### config.mk
export PLATFORM = sky130hd
export DESIGN_NAME = ftrlr_regs
export DESIGN_NICKNAME = d
export VERILOG_FILES = /design/src/logic/ftrlr_pkg.sv /design/src/logic/ftrlr_sqrt.sv /design/src/logic/ftrlr_clamp.sv /design/src/logic/ftrlr_regs.sv
export SDC_FILE = /design/constraint.sdc
export NUM_CORES = 2
export LEC_CHECK = 0
export BUFFER_PORTS_ARGS = -buffer_cell sky130_fd_sc_hd__buf_4
export CORE_MARGIN = 2
export CORE_UTILIZATION = 45
export CTS_CLUSTER_SIZE = 14
export DETAILED_ROUTE_END_ITERATION = 16
export PLACE_DENSITY = 0.59
export SKIP_LAST_GASP = 1
export SLEW_MARGIN = 30
export SYNTH_ARGS = -nofsm -noshare
export SYNTH_HDL_FRONTEND = slang
export SYNTH_SLANG_ARGS = --single-unit
### constraint.sdc
create_clock -name hclk -period 14.1 [get_ports hclk]
set_clock_uncertainty 0.05 [all_clocks]
set_input_delay 2.115 -clock hclk [delete_from_list [all_inputs] [get_ports hclk]]
set_output_delay 2.115 -clock hclk [all_outputs]
set_load 0.02 [all_outputs]
### src/logic/ftrlr_pkg.sv
// package: register indices, reset values and carrier types
package ftrlr_pkg;
    // register indices; byte address is four times the index
    localparam logic [15:0] IX_HS_MIN = 16'h40a3;
    localparam logic [15:0] IX_LS_MASK = 16'h40a4;
    localparam logic [15:0] IX_TRIG = 16'h40a5;
    localparam logic [15:0] IX_OFS_H = 16'h40a6;
    localparam logic [15:0] IX_OFS_L = 16'h40a7;
    localparam logic [15:0] IX_STEP_H = 16'h40a8;
    localparam logic [15:0] IX_STEP_L = 16'h40a9;
    localparam logic [15:0] IX_ACC_H = 16'h40aa;
    localparam logic [15:0] IX_ACC_L = 16'h40ab;
    localparam logic [15:0] IX_RCNT = 16'h40ac;
    localparam logic [15:0] IX_SWSTEP = 16'h40ad;
    localparam logic [15:0] IX_COMP_H = 16'h40ae;
    localparam logic [15:0] IX_COMP_L = 16'h40af;
    localparam logic [15:0] IX_DMAX_H = 16'h40b0;
    localparam logic [15:0] IX_DMAX_L = 16'h40b1;
    localparam logic [15:0] IX_DMIN_H = 16'h40b2;
    localparam logic [15:0] IX_DMIN_L = 16'h40b3;
    localparam logic [15:0] IX_QMAX_H = 16'h40b4;
    localparam logic [15:0] IX_QMAX_L = 16'h40b5;
    localparam logic [15:0] IX_QMIN_H = 16'h40b6;
    localparam logic [15:0] IX_QMIN_L = 16'h40b7;
    localparam logic [15:0] IX_UD_H = 16'h40b8;
    localparam logic [15:0] IX_UD_L = 16'h40b9;
    localparam logic [15:0] IX_CTRL = 16'h40e0;
    localparam logic [15:0] IX_KLPF = 16'h40e1;
    // control register fields
    localparam int CTL_RAMP_EN = 0;
    localparam int CTL_ANG_SRC = 1;
    localparam int CTL_SHUNT = 2;
    localparam int CTL_OFS_SEL = 4;
    // reset values and limits
    localparam logic [14:0] OFS_RST = 15'h4000;
    localparam logic [6:0] SWSTEP_RST = 7'h00;
    localparam logic [7:0] KLPF_RST = 8'h40;
    localparam logic [15:0] EMF_MAX = 16'h7fff;
    localparam logic [3:0] SQRT_TOP = 4'hf;
    // shunt modes
    localparam logic [1:0] SH_SINGLE = 2'h0;
    localparam logic [1:0] SH_TRIPLE = 2'h3;
    // offset channel codes
    localparam logic [1:0] OSEL_A = 2'h1;
    localparam logic [1:0] OSEL_B = 2'h2;
    typedef enum logic [1:0] {PH_TRACK, PH_RAMP, PH_SLEW} ftrlr_phase_t;
    typedef struct packed
    {
        logic [15:0] speed;
        logic [15:0] angle;
        logic [15:0] forced_angle;
        logic [15:0] alpha;
        logic [15:0] beta;
        logic [15:0] d_raw;
        logic [15:0] q_raw;
    } ftrlr_est_t;
    typedef struct packed
    {
        logic [2:0] hs_gate;
        logic [2:0] ls_skip;
        logic [8:0] trig_ofs;
        logic trig_zero_vec;
    } ftrlr_samp_t;
endpackage

### src/logic/ftrlr_sqrt.sv
// leaf: iterative square root of the summed squares of two axes
`timescale 1ns/10ps
module ftrlr_sqrt
(
    input wire logic hclk,
    input wire logic hresetn,
    input wire logic start,
    input wire logic [15:0] axis_a,
    input wire logic [15:0] axis_b,
    output logic [15:0] root
);
    typedef struct packed
    {
        logic [31:0] sum;
        logic [15:0] acc;
        logic [3:0] bitpos;
        logic busy;
        logic [15:0] root;
    } ftrlr_sqrt_st_t;

    ftrlr_sqrt_st_t r;
    ftrlr_sqrt_st_t n;
    logic [15:0] trial;
    logic signed [31:0] sqa;
    logic signed [31:0] sqb;

    // one result bit per clock; a pwm period is far longer than 16 clocks
    always_comb
    begin
        n = r;
        trial = r.acc | (16'h0001 << r.bitpos);
        sqa = $signed(axis_a) * $signed(axis_a);
        sqb = $signed(axis_b) * $signed(axis_b);
        if (start)
        begin
            n.sum = 32'(sqa + sqb); // RULE13
            n.acc = 16'h0000;
            n.bitpos = ftrlr_pkg::SQRT_TOP;
            n.busy = 1'b1;
        end
        else if (r.busy)
        begin
            if (32'(trial) * 32'(trial) <= r.sum)
            begin
                n.acc = trial;
            end
            if (r.bitpos == 4'h0)
            begin
                n.busy = 1'b0;
                // saturate: both axes at full scale exceed the range
                n.root = (n.acc > ftrlr_pkg::EMF_MAX) ? ftrlr_pkg::EMF_MAX
                    : n.acc; // RULE13
            end
            n.bitpos = r.bitpos - 4'h1;
        end
    end

    always_ff @(posedge hclk or negedge hresetn)
    begin
        if (!hresetn)
        begin
            r <= '0;
        end
        else
        begin
            r <= n;
        end
    end

    assign root = r.root;
endmodule

### src/logic/ftrlr_clamp.sv
// leaf: registered signed clamp of a pi controller output
`timescale 1ns/10ps
module ftrlr_clamp
(
    input wire logic hclk,
    input wire logic hresetn,
    input wire logic [15:0] raw,
    input wire logic [15:0] lower,
    input wire logic [15:0] upper,
    output logic [15:0] clamped
);
    typedef struct packed
    {
        logic [15:0] val;
    } ftrlr_clamp_st_t;

    ftrlr_clamp_st_t r;
    ftrlr_clamp_st_t n;

    // upper is checked first, so crossed limits give upper when raw is above it, else lower
    always_comb
    begin
        n = r;
        if ($signed(raw) > $signed(upper))
        begin
            n.val = upper; // RULE15
        end
        else if ($signed(raw) < $signed(lower))
        begin
            n.val = lower; // RULE16
        end
        else
        begin
            n.val = raw;
        end
    end

    always_ff @(posedge hclk or negedge hresetn)
    begin
        if (!hresetn)
        begin
            r <= '0;
        end
        else
        begin
            r <= n;
        end
    end

    assign clamped = r.val;
endmodule

### src/logic/ftrlr_regs.sv
// top: timing, ramp and limit register bank on an ahb-lite slave
// ---------------------------------------------------------------
// Overview of operation
// RULE1 - block high pulse shorter than minimum
// RULE2 - triple shunt: skip phase with short low
// RULE3 - zero delay samples at mode reference point
// RULE4 - single shunt delay is two's complement
// RULE5 - other modes: delay is sign and magnitude
// RULE6 - offset fifteen bits, top reads zero, midscale
// RULE7 - step accumulator adds acceleration each update
// RULE8 - acceleration upper half always zero
// RULE9 - ramp angle adds step upper half
// RULE10 - ramp ends after count times 256 ticks
// RULE11 - slew to new source by switch step
// RULE12 - low pass speed each tick, readable
// RULE13 - back emf magnitude is root of squares
// RULE14 - output angle is estimator plus compensation
// RULE15 - d output clamped by write-only limits
// RULE16 - q output clamped by read-write limits
// RULE17 - d pi result kept in d voltage
// RULE18 - three shared addresses read results instead
// RULE19 - offset select routes writes to channel
// RULE20 - ramp end picks source, clears enable
// RULE21 - high byte low address, low byte next
// RULE22 - updates once per pwm tick, reset defaults
// ---------------------------------------------------------------
//
// The AHB-Lite slave port was chosen for this implementation.
`timescale 1ns/10ps
module ftrlr_regs
(
    input wire logic hclk,
    input wire logic hresetn,
    input wire logic hsel,
    input wire logic [31:0] haddr,
    input wire logic [1:0] htrans,
    input wire logic hwrite,
    input wire logic [2:0] hsize,
    input wire logic [31:0] hwdata,
    input wire logic hready,
    output logic [31:0] hrdata,
    output logic hreadyout,
    output logic hresp,
    input wire logic pwm_tick,
    input wire ftrlr_pkg::ftrlr_est_t est,
    input wire logic [2:0][7:0] hs_on_time,
    input wire logic [2:0][7:0] ls_on_time,
    output ftrlr_pkg::ftrlr_samp_t samp,
    output logic [2:0][14:0] offset_cal,
    output logic [15:0] output_angle,
    output logic [15:0] d_axis_voltage,
    output logic [15:0] q_pi_out,
    output logic [15:0] bemf_magnitude
);
    typedef struct packed
    {
        logic [31:0] hrdata;
        logic hreadyout;
        logic rd_pend;
        logic wr_pend;
        logic aok;
        logic [15:0] aidx;
        logic [7:0] hs_min;
        logic [7:0] ls_mask;
        logic [7:0] trig;
        logic [2:0][14:0] ofs;
        logic [31:0] step;
        logic [15:0] acc;
        logic [7:0] rcnt;
        logic [6:0] swstep;
        logic [15:0] comp;
        logic [15:0] dmax;
        logic [15:0] dmin;
        logic [15:0] qmax;
        logic [15:0] qmin;
        logic [15:0] ud;
        logic ramp_force_angle_enable;
        logic angle_source_select;
        logic [1:0] csm;
        logic [1:0] offset_channel_select;
        logic [7:0] klpf;
        logic [15:0] rctr;
        ftrlr_pkg::ftrlr_phase_t phase;
        logic [15:0] ramp_ang;
        logic [15:0] angle;
        logic [15:0] filt;
        logic [15:0] omeg;
        ftrlr_pkg::ftrlr_samp_t samp;
    } ftrlr_st_t;

    ftrlr_st_t r;
    ftrlr_st_t n;
    logic aphase;
    logic [7:0] wb;
    logic [7:0] rdb;
    logic [1:0] osel;
    logic [2:0] hs_ok;
    logic [2:0] ls_sk;
    logic [15:0] tgt;
    logic [15:0] st;
    logic [15:0] dif;
    logic [15:0] lim;
    logic [15:0] cnt1;
    logic [31:0] stp;
    logic [8:0] mag;
    logic signed [16:0] dlt;
    logic signed [25:0] prd;
    logic [15:0] dclamp;
    logic [15:0] emf;

    // ---------------------------------------------------------------
    // per-phase pulse checks
    // ---------------------------------------------------------------
    for (genvar p = 0; p < 3; p++)
    begin : g_phase
        assign hs_ok[p] = hs_on_time[p] >= r.hs_min; // RULE1
        assign ls_sk[p] = ls_on_time[p] < r.ls_mask; // RULE2
    end

    // ---------------------------------------------------------------
    // estimator side leaves
    // ---------------------------------------------------------------
    ftrlr_sqrt u_sqrt
    (
        .hclk(hclk),
        .hresetn(hresetn),
        .start(pwm_tick),
        .axis_a(est.alpha),
        .axis_b(est.beta),
        .root(emf)
    );

    ftrlr_clamp u_dclamp
    (
        .hclk(hclk),
        .hresetn(hresetn),
        .raw(est.d_raw),
        .lower(r.dmin),
        .upper(r.dmax),
        .clamped(dclamp)
    );

    ftrlr_clamp u_qclamp
    (
        .hclk(hclk),
        .hresetn(hresetn),
        .raw(est.q_raw),
        .lower(r.qmin),
        .upper(r.qmax),
        .clamped(q_pi_out)
    );

    // ---------------------------------------------------------------
    // next state
    // ---------------------------------------------------------------
    always_comb
    begin
        n = r;
        wb = hwdata[7:0];
        aphase = hsel && htrans[1] && hready;
        osel = (r.offset_channel_select == ftrlr_pkg::OSEL_A) ? 2'h1
            : (r.offset_channel_select == ftrlr_pkg::OSEL_B) ? 2'h2 : 2'h0; // RULE19
        tgt = r.angle_source_select ? 16'(est.angle + r.comp) : est.forced_angle; // RULE14
        st = {8'h00, r.swstep, 1'b1};
        dif = 16'(tgt - r.angle);
        lim = {r.rcnt, 8'h00};
        cnt1 = 16'(r.rctr + 16'h0001);
        stp = r.step + {16'h0000, r.acc}; // RULE8
        mag = {2'h0, r.trig[6:0]};
        dlt = 17'($signed(est.speed) - $signed(r.filt));
        prd = dlt * $signed({1'b0, r.klpf});

        // sample timing, refreshed every clock
        n.samp.hs_gate = hs_ok; // RULE1
        n.samp.ls_skip = (r.csm == ftrlr_pkg::SH_TRIPLE) ? ls_sk
            : 3'h0; // RULE2
        n.samp.trig_zero_vec = r.csm != ftrlr_pkg::SH_SINGLE; // RULE3
        if (r.csm == ftrlr_pkg::SH_SINGLE)
        begin
            n.samp.trig_ofs = {r.trig[7], r.trig}; // RULE4
        end
        else
        begin
            n.samp.trig_ofs = r.trig[7] ? 9'(-mag) : mag; // RULE5
        end

        // estimator results, once per pwm tick
        if (pwm_tick)
        begin
            n.filt = 16'(r.filt + prd[23:8]); // RULE12
            n.omeg = est.speed[15] ? 16'h0000 : est.speed;
            n.ud = dclamp; // RULE17
        end

        // ramp, slew and tracking of the output angle
        case (r.phase)
            ftrlr_pkg::PH_TRACK:
            begin
                if (pwm_tick)
                begin
                    n.angle = tgt; // RULE14
                end
                if (r.ramp_force_angle_enable)
                begin
                    n.phase = ftrlr_pkg::PH_RAMP;
                    n.rctr = 16'h0000;
                    n.ramp_ang = r.angle;
                end
            end
            ftrlr_pkg::PH_RAMP:
            begin
                if (!r.ramp_force_angle_enable)
                begin
                    n.phase = ftrlr_pkg::PH_SLEW;
                end
                else if (pwm_tick)
                begin
                    n.step = stp; // RULE7
                    n.ramp_ang = 16'(r.ramp_ang + stp[31:16]); // RULE9
                    n.angle = n.ramp_ang;
                    n.rctr = cnt1;
                    if (cnt1 >= lim)
                    begin
                        n.ramp_force_angle_enable = 1'b0; // RULE10
                        n.phase = ftrlr_pkg::PH_SLEW; // RULE20
                    end
                end
            end
            ftrlr_pkg::PH_SLEW:
            begin
                if (pwm_tick)
                begin
                    if ($signed(dif) <= $signed(st) &&
                        $signed(dif) >= -$signed(st))
                    begin
                        n.angle = tgt;
                        n.phase = ftrlr_pkg::PH_TRACK;
                    end
                    else
                    begin
                        n.angle = dif[15] ? 16'(r.angle - st)
                            : 16'(r.angle + st); // RULE11
                    end
                end
            end
            default:
            begin
                n.phase = ftrlr_pkg::PH_TRACK;
            end
        endcase

        // bus write in its data phase; software wins over hardware
        if (r.wr_pend && r.aok)
        begin
            case (r.aidx) // RULE21
                ftrlr_pkg::IX_HS_MIN: n.hs_min = wb;
                ftrlr_pkg::IX_LS_MASK: n.ls_mask = wb;
                ftrlr_pkg::IX_TRIG: n.trig = wb;
                ftrlr_pkg::IX_OFS_H: n.ofs[osel][14:8] = wb[6:0]; // RULE6
                ftrlr_pkg::IX_OFS_L: n.ofs[osel][7:0] = wb; // RULE19
                ftrlr_pkg::IX_STEP_H: n.step[31:24] = wb; // RULE7
                ftrlr_pkg::IX_STEP_L: n.step[23:16] = wb;
                ftrlr_pkg::IX_ACC_H: n.acc[15:8] = wb; // RULE18
                ftrlr_pkg::IX_ACC_L: n.acc[7:0] = wb;
                ftrlr_pkg::IX_RCNT: n.rcnt = wb;
                ftrlr_pkg::IX_SWSTEP: n.swstep = wb[7:1]; // RULE11
                ftrlr_pkg::IX_COMP_H: n.comp[15:8] = wb;
                ftrlr_pkg::IX_COMP_L: n.comp[7:0] = wb;
                ftrlr_pkg::IX_DMAX_H: n.dmax[15:8] = wb; // RULE15
                ftrlr_pkg::IX_DMAX_L: n.dmax[7:0] = wb;
                ftrlr_pkg::IX_DMIN_H: n.dmin[15:8] = wb;
                ftrlr_pkg::IX_DMIN_L: n.dmin[7:0] = wb;
                ftrlr_pkg::IX_QMAX_H: n.qmax[15:8] = wb; // RULE16
                ftrlr_pkg::IX_QMAX_L: n.qmax[7:0] = wb;
                ftrlr_pkg::IX_QMIN_H: n.qmin[15:8] = wb;
                ftrlr_pkg::IX_QMIN_L: n.qmin[7:0] = wb;
                ftrlr_pkg::IX_UD_H: n.ud[15:8] = wb; // RULE17
                ftrlr_pkg::IX_UD_L: n.ud[7:0] = wb;
                ftrlr_pkg::IX_CTRL:
                begin
                    n.ramp_force_angle_enable = wb[ftrlr_pkg::CTL_RAMP_EN];
                    n.angle_source_select = wb[ftrlr_pkg::CTL_ANG_SRC];
                    n.csm = wb[ftrlr_pkg::CTL_SHUNT +: 2];
                    n.offset_channel_select = wb[ftrlr_pkg::CTL_OFS_SEL +: 2];
                end
                ftrlr_pkg::IX_KLPF: n.klpf = wb;
                default: n.klpf = r.klpf;
            endcase
        end

        // read mux; shared indices return results, not parameters
        rdb = 8'h00;
        if (r.aok)
        begin
            case (r.aidx) // RULE18
                ftrlr_pkg::IX_HS_MIN: rdb = r.hs_min;
                ftrlr_pkg::IX_LS_MASK: rdb = r.ls_mask;
                ftrlr_pkg::IX_TRIG: rdb = r.trig;
                ftrlr_pkg::IX_OFS_H: rdb = {1'b0, r.ofs[osel][14:8]}; // RULE6
                ftrlr_pkg::IX_OFS_L: rdb = r.ofs[osel][7:0];
                ftrlr_pkg::IX_STEP_H: rdb = r.step[31:24];
                ftrlr_pkg::IX_STEP_L: rdb = r.step[23:16];
                ftrlr_pkg::IX_ACC_H: rdb = r.filt[15:8]; // RULE12
                ftrlr_pkg::IX_ACC_L: rdb = r.filt[7:0];
                ftrlr_pkg::IX_RCNT: rdb = r.rcnt;
                ftrlr_pkg::IX_SWSTEP: rdb = {r.swstep, 1'b1}; // RULE11
                ftrlr_pkg::IX_COMP_H: rdb = emf[15:8]; // RULE13
                ftrlr_pkg::IX_COMP_L: rdb = emf[7:0];
                ftrlr_pkg::IX_DMAX_H: rdb = r.omeg[15:8];
                ftrlr_pkg::IX_DMAX_L: rdb = r.omeg[7:0];
                ftrlr_pkg::IX_QMAX_H: rdb = r.qmax[15:8];
                ftrlr_pkg::IX_QMAX_L: rdb = r.qmax[7:0];
                ftrlr_pkg::IX_QMIN_H: rdb = r.qmin[15:8];
                ftrlr_pkg::IX_QMIN_L: rdb = r.qmin[7:0];
                ftrlr_pkg::IX_UD_H: rdb = r.ud[15:8];
                ftrlr_pkg::IX_UD_L: rdb = r.ud[7:0];
                ftrlr_pkg::IX_CTRL:
                begin
                    rdb[ftrlr_pkg::CTL_RAMP_EN] = r.ramp_force_angle_enable;
                    rdb[ftrlr_pkg::CTL_ANG_SRC] = r.angle_source_select;
                    rdb[ftrlr_pkg::CTL_SHUNT +: 2] = r.csm;
                    rdb[ftrlr_pkg::CTL_OFS_SEL +: 2] = r.offset_channel_select;
                end
                ftrlr_pkg::IX_KLPF: rdb = r.klpf;
                default: rdb = 8'h00;
            endcase
        end

        // reads take one wait state so a write just before is seen
        n.wr_pend = aphase && hwrite;
        n.rd_pend = aphase && !hwrite;
        n.hreadyout = !(aphase && !hwrite);
        if (aphase)
        begin
            n.aidx = haddr[17:2];
            n.aok = haddr[31:18] == 14'h0000;
        end
        if (r.rd_pend)
        begin
            n.hrdata = {24'h000000, rdb};
        end
    end

    // ---------------------------------------------------------------
    // state register
    // ---------------------------------------------------------------
    always_ff @(posedge hclk or negedge hresetn)
    begin
        if (!hresetn)
        begin
            r <= '0; // RULE22
            r.hreadyout <= 1'b1;
            r.ofs <= {3{ftrlr_pkg::OFS_RST}}; // RULE6
            r.swstep <= ftrlr_pkg::SWSTEP_RST;
            r.klpf <= ftrlr_pkg::KLPF_RST;
        end
        else
        begin
            r <= n;
        end
    end

    assign hrdata = r.hrdata;
    assign hreadyout = r.hreadyout;
    assign hresp = 1'b0;
    assign samp = r.samp;
    assign offset_cal = r.ofs;
    assign output_angle = r.angle;
    assign d_axis_voltage = r.ud;
    assign bemf_magnitude = emf;
endmodule

Word level (Yosys, flattened, before mapping)

Cells that the tools add are included.
W data, S select, Z words.

Flip-flop bits (word level): 469
Logic and storage cells: 231
Input bits: 235

Eq/ne operators: 38
$lt $le $gt $ge: 17
Muxes and demuxes: 62
$mul: 4
Shifts and indexed selects: 1
Reduce and logical (&&, ||, !) cells: 43
Add/sub/neg operators: 13
Bitwise operators: 2

Operators by type and width:

| cell                   | count |
|---|---|
| $eq A16 B15 Y1 const B | 25 |
| $mux W16               | 16 |
| $pmux W6 S23           | 1 |
| $mux W32               | 4 |
| $mul A16 B16 Y32       | 3 |
| $bwmux W45             | 2 |
| $pmux W45 S2           | 1 |
| $pmux W16 S2           | 2 |
| $demux W15 S2          | 2 |
| $mux W8                | 7 |
| $mux W50               | 1 |
| $add A16 B16 Y16       | 3 |
| $pmux W16 S3           | 1 |
| $mux W15               | 3 |
| $pmux W2 S22           | 1 |
| $reduce_and A2 Y1      | 20 |
| $mux W37               | 1 |
| $mux W34               | 1 |
| $add A32 B16 Y32       | 1 |
| $add A32 B32 Y32       | 1 |
| $ge A16 B16 Y1         | 2 |
| $gt A16 B16 Y1         | 2 |
| $le A32 B32 Y1         | 1 |
| $lt A16 B16 Y1         | 2 |
| other kinds (42)       | 77 |

Logic depth before layout (Yosys ltp)

Depth in word-level cells: 12
Mapped depth: 43
Mapped depth without buffers: 42

Cells and area by module

From an unflattened synthesis, not the netlist that was laid out.

Cells, all modules: 6,456
Area, all modules: 60,021.3 sq um

By module, submodules not included:

| module      | cells an instance | instances | area each (sq um) |
|---|---|---|---|
| ftrlr_regs  | 3,087             | 1         | 28,808.9 |
| ftrlr_sqrt  | 2,969             | 1         | 27,951.8 |
| ftrlr_clamp | 200               | 2         | 1,630.3 |

Worst setup path after synthesis

No wires, ideal clock.

Kind: input to register
Start: input port est[96] (netlist name)
End: register r[47] (netlist name)
Stages on the path: 41
Arrival: 10,111 ps
Data required time: 13,970 ps
Path slack: 3,859 ps
Buffers on the path: 0
Cells stage by stage: inv_1 ha_1 inv_1 fa_1 a21o_1 a21oi_1 o21ai_0 o31a_1 a211oi_1 xnor2_1 nand2_1 fa_1 inv_1 fa_1 inv_1 fa_1 inv_1 fa_1 (+5 left out) o21a_1 or2_2 a21oi_1 nor2b_1 nor2_1 xnor2_1 ha_1 and3_1 a21oi_1 o31ai_1 nor4_1 o31ai_1 o21ai_0 nand2_1 a21oi_1 xnor3_1 mux2i_1 xnor2_1

Longest elaborated chain between the ends: 3

Ends and longest elaborated chain:

| what                 | line              | text |
|---|---|---|
| start, declared      | ftrlr_regs.sv:45  | `input wire ftrlr_pkg::ftrlr_est_t est,` |
| $sub A16 B16 Y17     | ftrlr_regs.sv:170 | `dlt = 17'($signed(est.speed) - $signed(r.filt));` |
| $mul A17 B9 Y24      | ftrlr_regs.sv:171 | `prd = dlt * $signed({1'b0, r.klpf});` |
| $add A16 B16 Y16     | ftrlr_regs.sv:190 | `n.filt = 16'(r.filt + prd[23:8]);` |
| end signal, assigned | ftrlr_regs.sv:359 | `r <= n;` |
| end, declared        | ftrlr_regs.sv:91  | `ftrlr_st_t r;` |

Every way passes these cells.
A chain may end at the register's enable or synchronous reset.

Final worst setup path

Start: input port est[97] (netlist name)
End: register r[47] (netlist name)

Same word-level chain as after synthesis.

==> impl_metrics.json <==
{
  "grt_setup_unrepaired": "no",
  "final.fill_count": 12400,
  "fp.dieArea_mm2": 0.134,
  "grt_first_pass_wirelength_um": 267000,
  "period_minus_slack_ns": 11.01,
  "maxSlewHeadroom_pct": 30.6,
  "slew_violations": 0,
  "crit_type": "in2reg",
  "avgRoutedWirePerCell_um": 20.6,
  "timing.final.hold_violations": 0,
  "fmaxAchievable_ghz": 0.0908,
  "worst_ep_required_time_ns": 14.60,
  "area_grow_syn2layout_pct": 8.97,
  "synth-warning-count": 0,
  "ctsHoldBuffers": 0,
  "ys_ff_latch": 468,
  "grtUsageTotal_pct": 25.5,
  "cts_setup_buffers": 0,
  "final.setup.tns_ns": 0,
  "run_status": "finished, final reports clean",
  "min_path_type": "reg2reg",
  "synth.cells.most_frequent": "inv_1 (1182), fa_1 (793), ha_1 (564)",
  "top_level_ports": 394,
  "path_max_fanout": 8,
  "crit_path_capture_type": "flip-flop",
  "n_antenna_cell": 0,
  "synth_edf_count": 0,
  "final-instance-count-excl-fill": 8164,
  "num_vias": 43400,
  "viasPerCell": 5.31,
  "placement_rows": 132,
  "place.gp.congestion": 0.942,
  "start_util_pct": 45.5,
  "final_number_of_setup_violating_endpoints": 0,
  "critical-path-top-cell-by-count": "a21oi_1",
  "detail_route.drc_violations": 0,
  "dp.cells": 8065,
  "globalRouteOverflowTotal": 0,
  "slowest_delay_ns": 0.59,
  "synth_top_cell_area_share_pct": 26.9,
  "cts-resized-gates": 0,
  "cts-htree-levels": 2,
  "antenna_left": 0,
  "number_of_distinct_library_cells_after_synthesis": 94,
  "clkTransAtPathRegs_ns": 0.07,
  "die_width_um": 366,
  "postSynthCellCount": 6263,
  "preCtsSetupSlack_ns": 2.52,
  "clock_sink_count": 468,
  "post-synth-top-count-cell": "inv_1",
  "clkLatencyLatePin_ns": 0.66,
  "die_h_um": 366,
  "clock-root-buffer": "clkbuf_16",
  "synth_async_sr_flop_share_pct": 100,
  "tightest_slew_ns": 1.03,
  "synth.yosys.seq_area_share_pct": 19.8,
  "number_of_nets_in_the_layout": 7972,
  "crit_arrival_ns": 11.51,
  "drt-pass1-iter-count": 6,
  "setup_slack_ns": 3.09,
  "via_count_of_the_first_global_routing_pass": 45700,
  "share_of_cells_above_drive_strength_1_pct": 10.9,
  "grt_antenna_before_repair": 6,
  "synthesis.area_mm2": 0.0591,
  "dpl.hpwl_um": 138000,
  "io_buffer_count": 338,
  "wirelength_um": 169000,
  "cts-buffers-inserted": 54,
  "synth.top_cells.by_area": "fa_1 (27%), dfrtp_1 (20%), ha_1 (12%), inv_1 (7.5%), nand2_1 (3.3%)",
  "crit_slowest_cell": "xnor2_1",
  "largest_area_contributor_in_the_netlist": "fa_1",
  "coreArea_mm2": 0.130,
  "grt_max_degree": 107,
  "syn_area_per_cell_um2": 9.43,
  "final_min_period_over_clock_period_pct": 78.1,
  "timing.critical_path.from_type": "input pin",
  "cts_tree": "built",
  "max-clock-path-buffers": 3,
  "max-cap-violations": 0,
  "dominantRegCellSynth": "dfrtp_1",
  "drt-initial-drc-count": 2509
}
## through the flow
step                      hold WS [ns]  util (%)  area (µm²)
after detailed placement         0.423      48.1       62400
after global routing             0.461      49.6       64400
after CTS                        0.439      49.5       64300
after global placement           0.415      48.1       62400
after floorplan                  0.378         -       59100
final                            0.438      49.6       64400
## cells in the final DEF (no fill, tap or decap), types with 71 or more instances in the layout
| cell type | count |
|---|---|
| a21oi_1 | 203 |
| a21o_1 | 89 |
| nand3_1 | 71 |
| nor2_1 | 302 |
| nand2_1 | 527 |
| and2_1 | 184 |
| mux2i_1 | 105 |
| ha_1 | 564 |
| o21ai_0 | 284 |
| dfrtp_1 | 463 |
| mux2_2 | 171 |
| inv_1 | 1181 |
| xor2_1 | 72 |
| fa_1 | 793 |
| xnor2_1 | 167 |
| buf_4 | 375 |
| nand2b_1 | 82 |
## per-layer routing
layer / vias up / global-route usage, % / part of all wire [%]
li1: 20200 / - / -
met1: 21800 / 33.1 / 42
met4: 10 / 7.84 / 3.5
met3: 272 / 5.14 / 6.6
met2: 1095 / 42.8 / 48
met5: - / 0 / 0.032
## cells by family after synthesis
family	after synthesis	share of synthesized area (%)
AOI/OAI and AO/OA	938	10.2
muxes	279	5.13
and+or+nand+nor	1446	11.7
buffers and inverters	1532	10.7
xor gates and xnor gates	241	3.63
DFF	468	19.8
adders and majority gates	1358	38.8
other	1	0.00635
## cell type report
cell class                 count  area, µm²  area share [%]
clock buffer                  65       1440            2.24
clock inverter                33        467           0.725
inverter                    1190       4470            6.94
multi-input combinational   4287      41200            64.0
sequential                   468      11700            18.2
tap                         1742       2180            3.39
timing repair buffer         379       2880            4.48
## sequential cells by signal (all words and copies together) (netlist names)
register,count
u_dclamp.clamped,16
hreadyout,1
hrdata,8
offset_cal,45
u_sqrt.root,16
r,250
samp,16
lim,8
mag,7
output_angle,16
u_sqrt.r,53
d_axis_voltage,16
u_qclamp.clamped,16
## worst max-delay path, delay by kind of cell
| kind | cells | cell delay, ns |
|---|---|---|
| compound gates | 15 | 2.85 |
| fa+ha+maj | 7 | 2.94 |
| buf+inv | 4 | 0.28 |
| simple gates | 11 | 1.82 |
| mux | 1 | 0.18 |
| xor+xnor | 4 | 1.30 |
## worst paths after layout
path / from / to / slack, ns / cells after the start
hold reg to reg: r[239]$_DFFE_PN0P_ / r[239]$_DFFE_PN0P_ / 0.44 / 2
setup / recovery: est[97] / r[47]$_DFFE_PN0P_ / 3.09 / 42
hold / removal: r[239]$_DFFE_PN0P_ / r[239]$_DFFE_PN0P_ / 0.44 / 2
min in group asynchronous: hresetn / output_angle[11]$_DFFE_PN0P_ / 1.25 / 1
max in group asynchronous: hresetn / u_qclamp.clamped[13]$_DFF_PN0_ / 9.78 / 5
setup reg to reg: u_sqrt.r[20]$_DFFE_PN0P_ / u_sqrt.r[33]$_DFFE_PN0P_ / 3.31 / 37
Power is left out: the tool's default activity adds up to more than one toggle a clock period on the data nets, which glitch-free logic cannot reach.
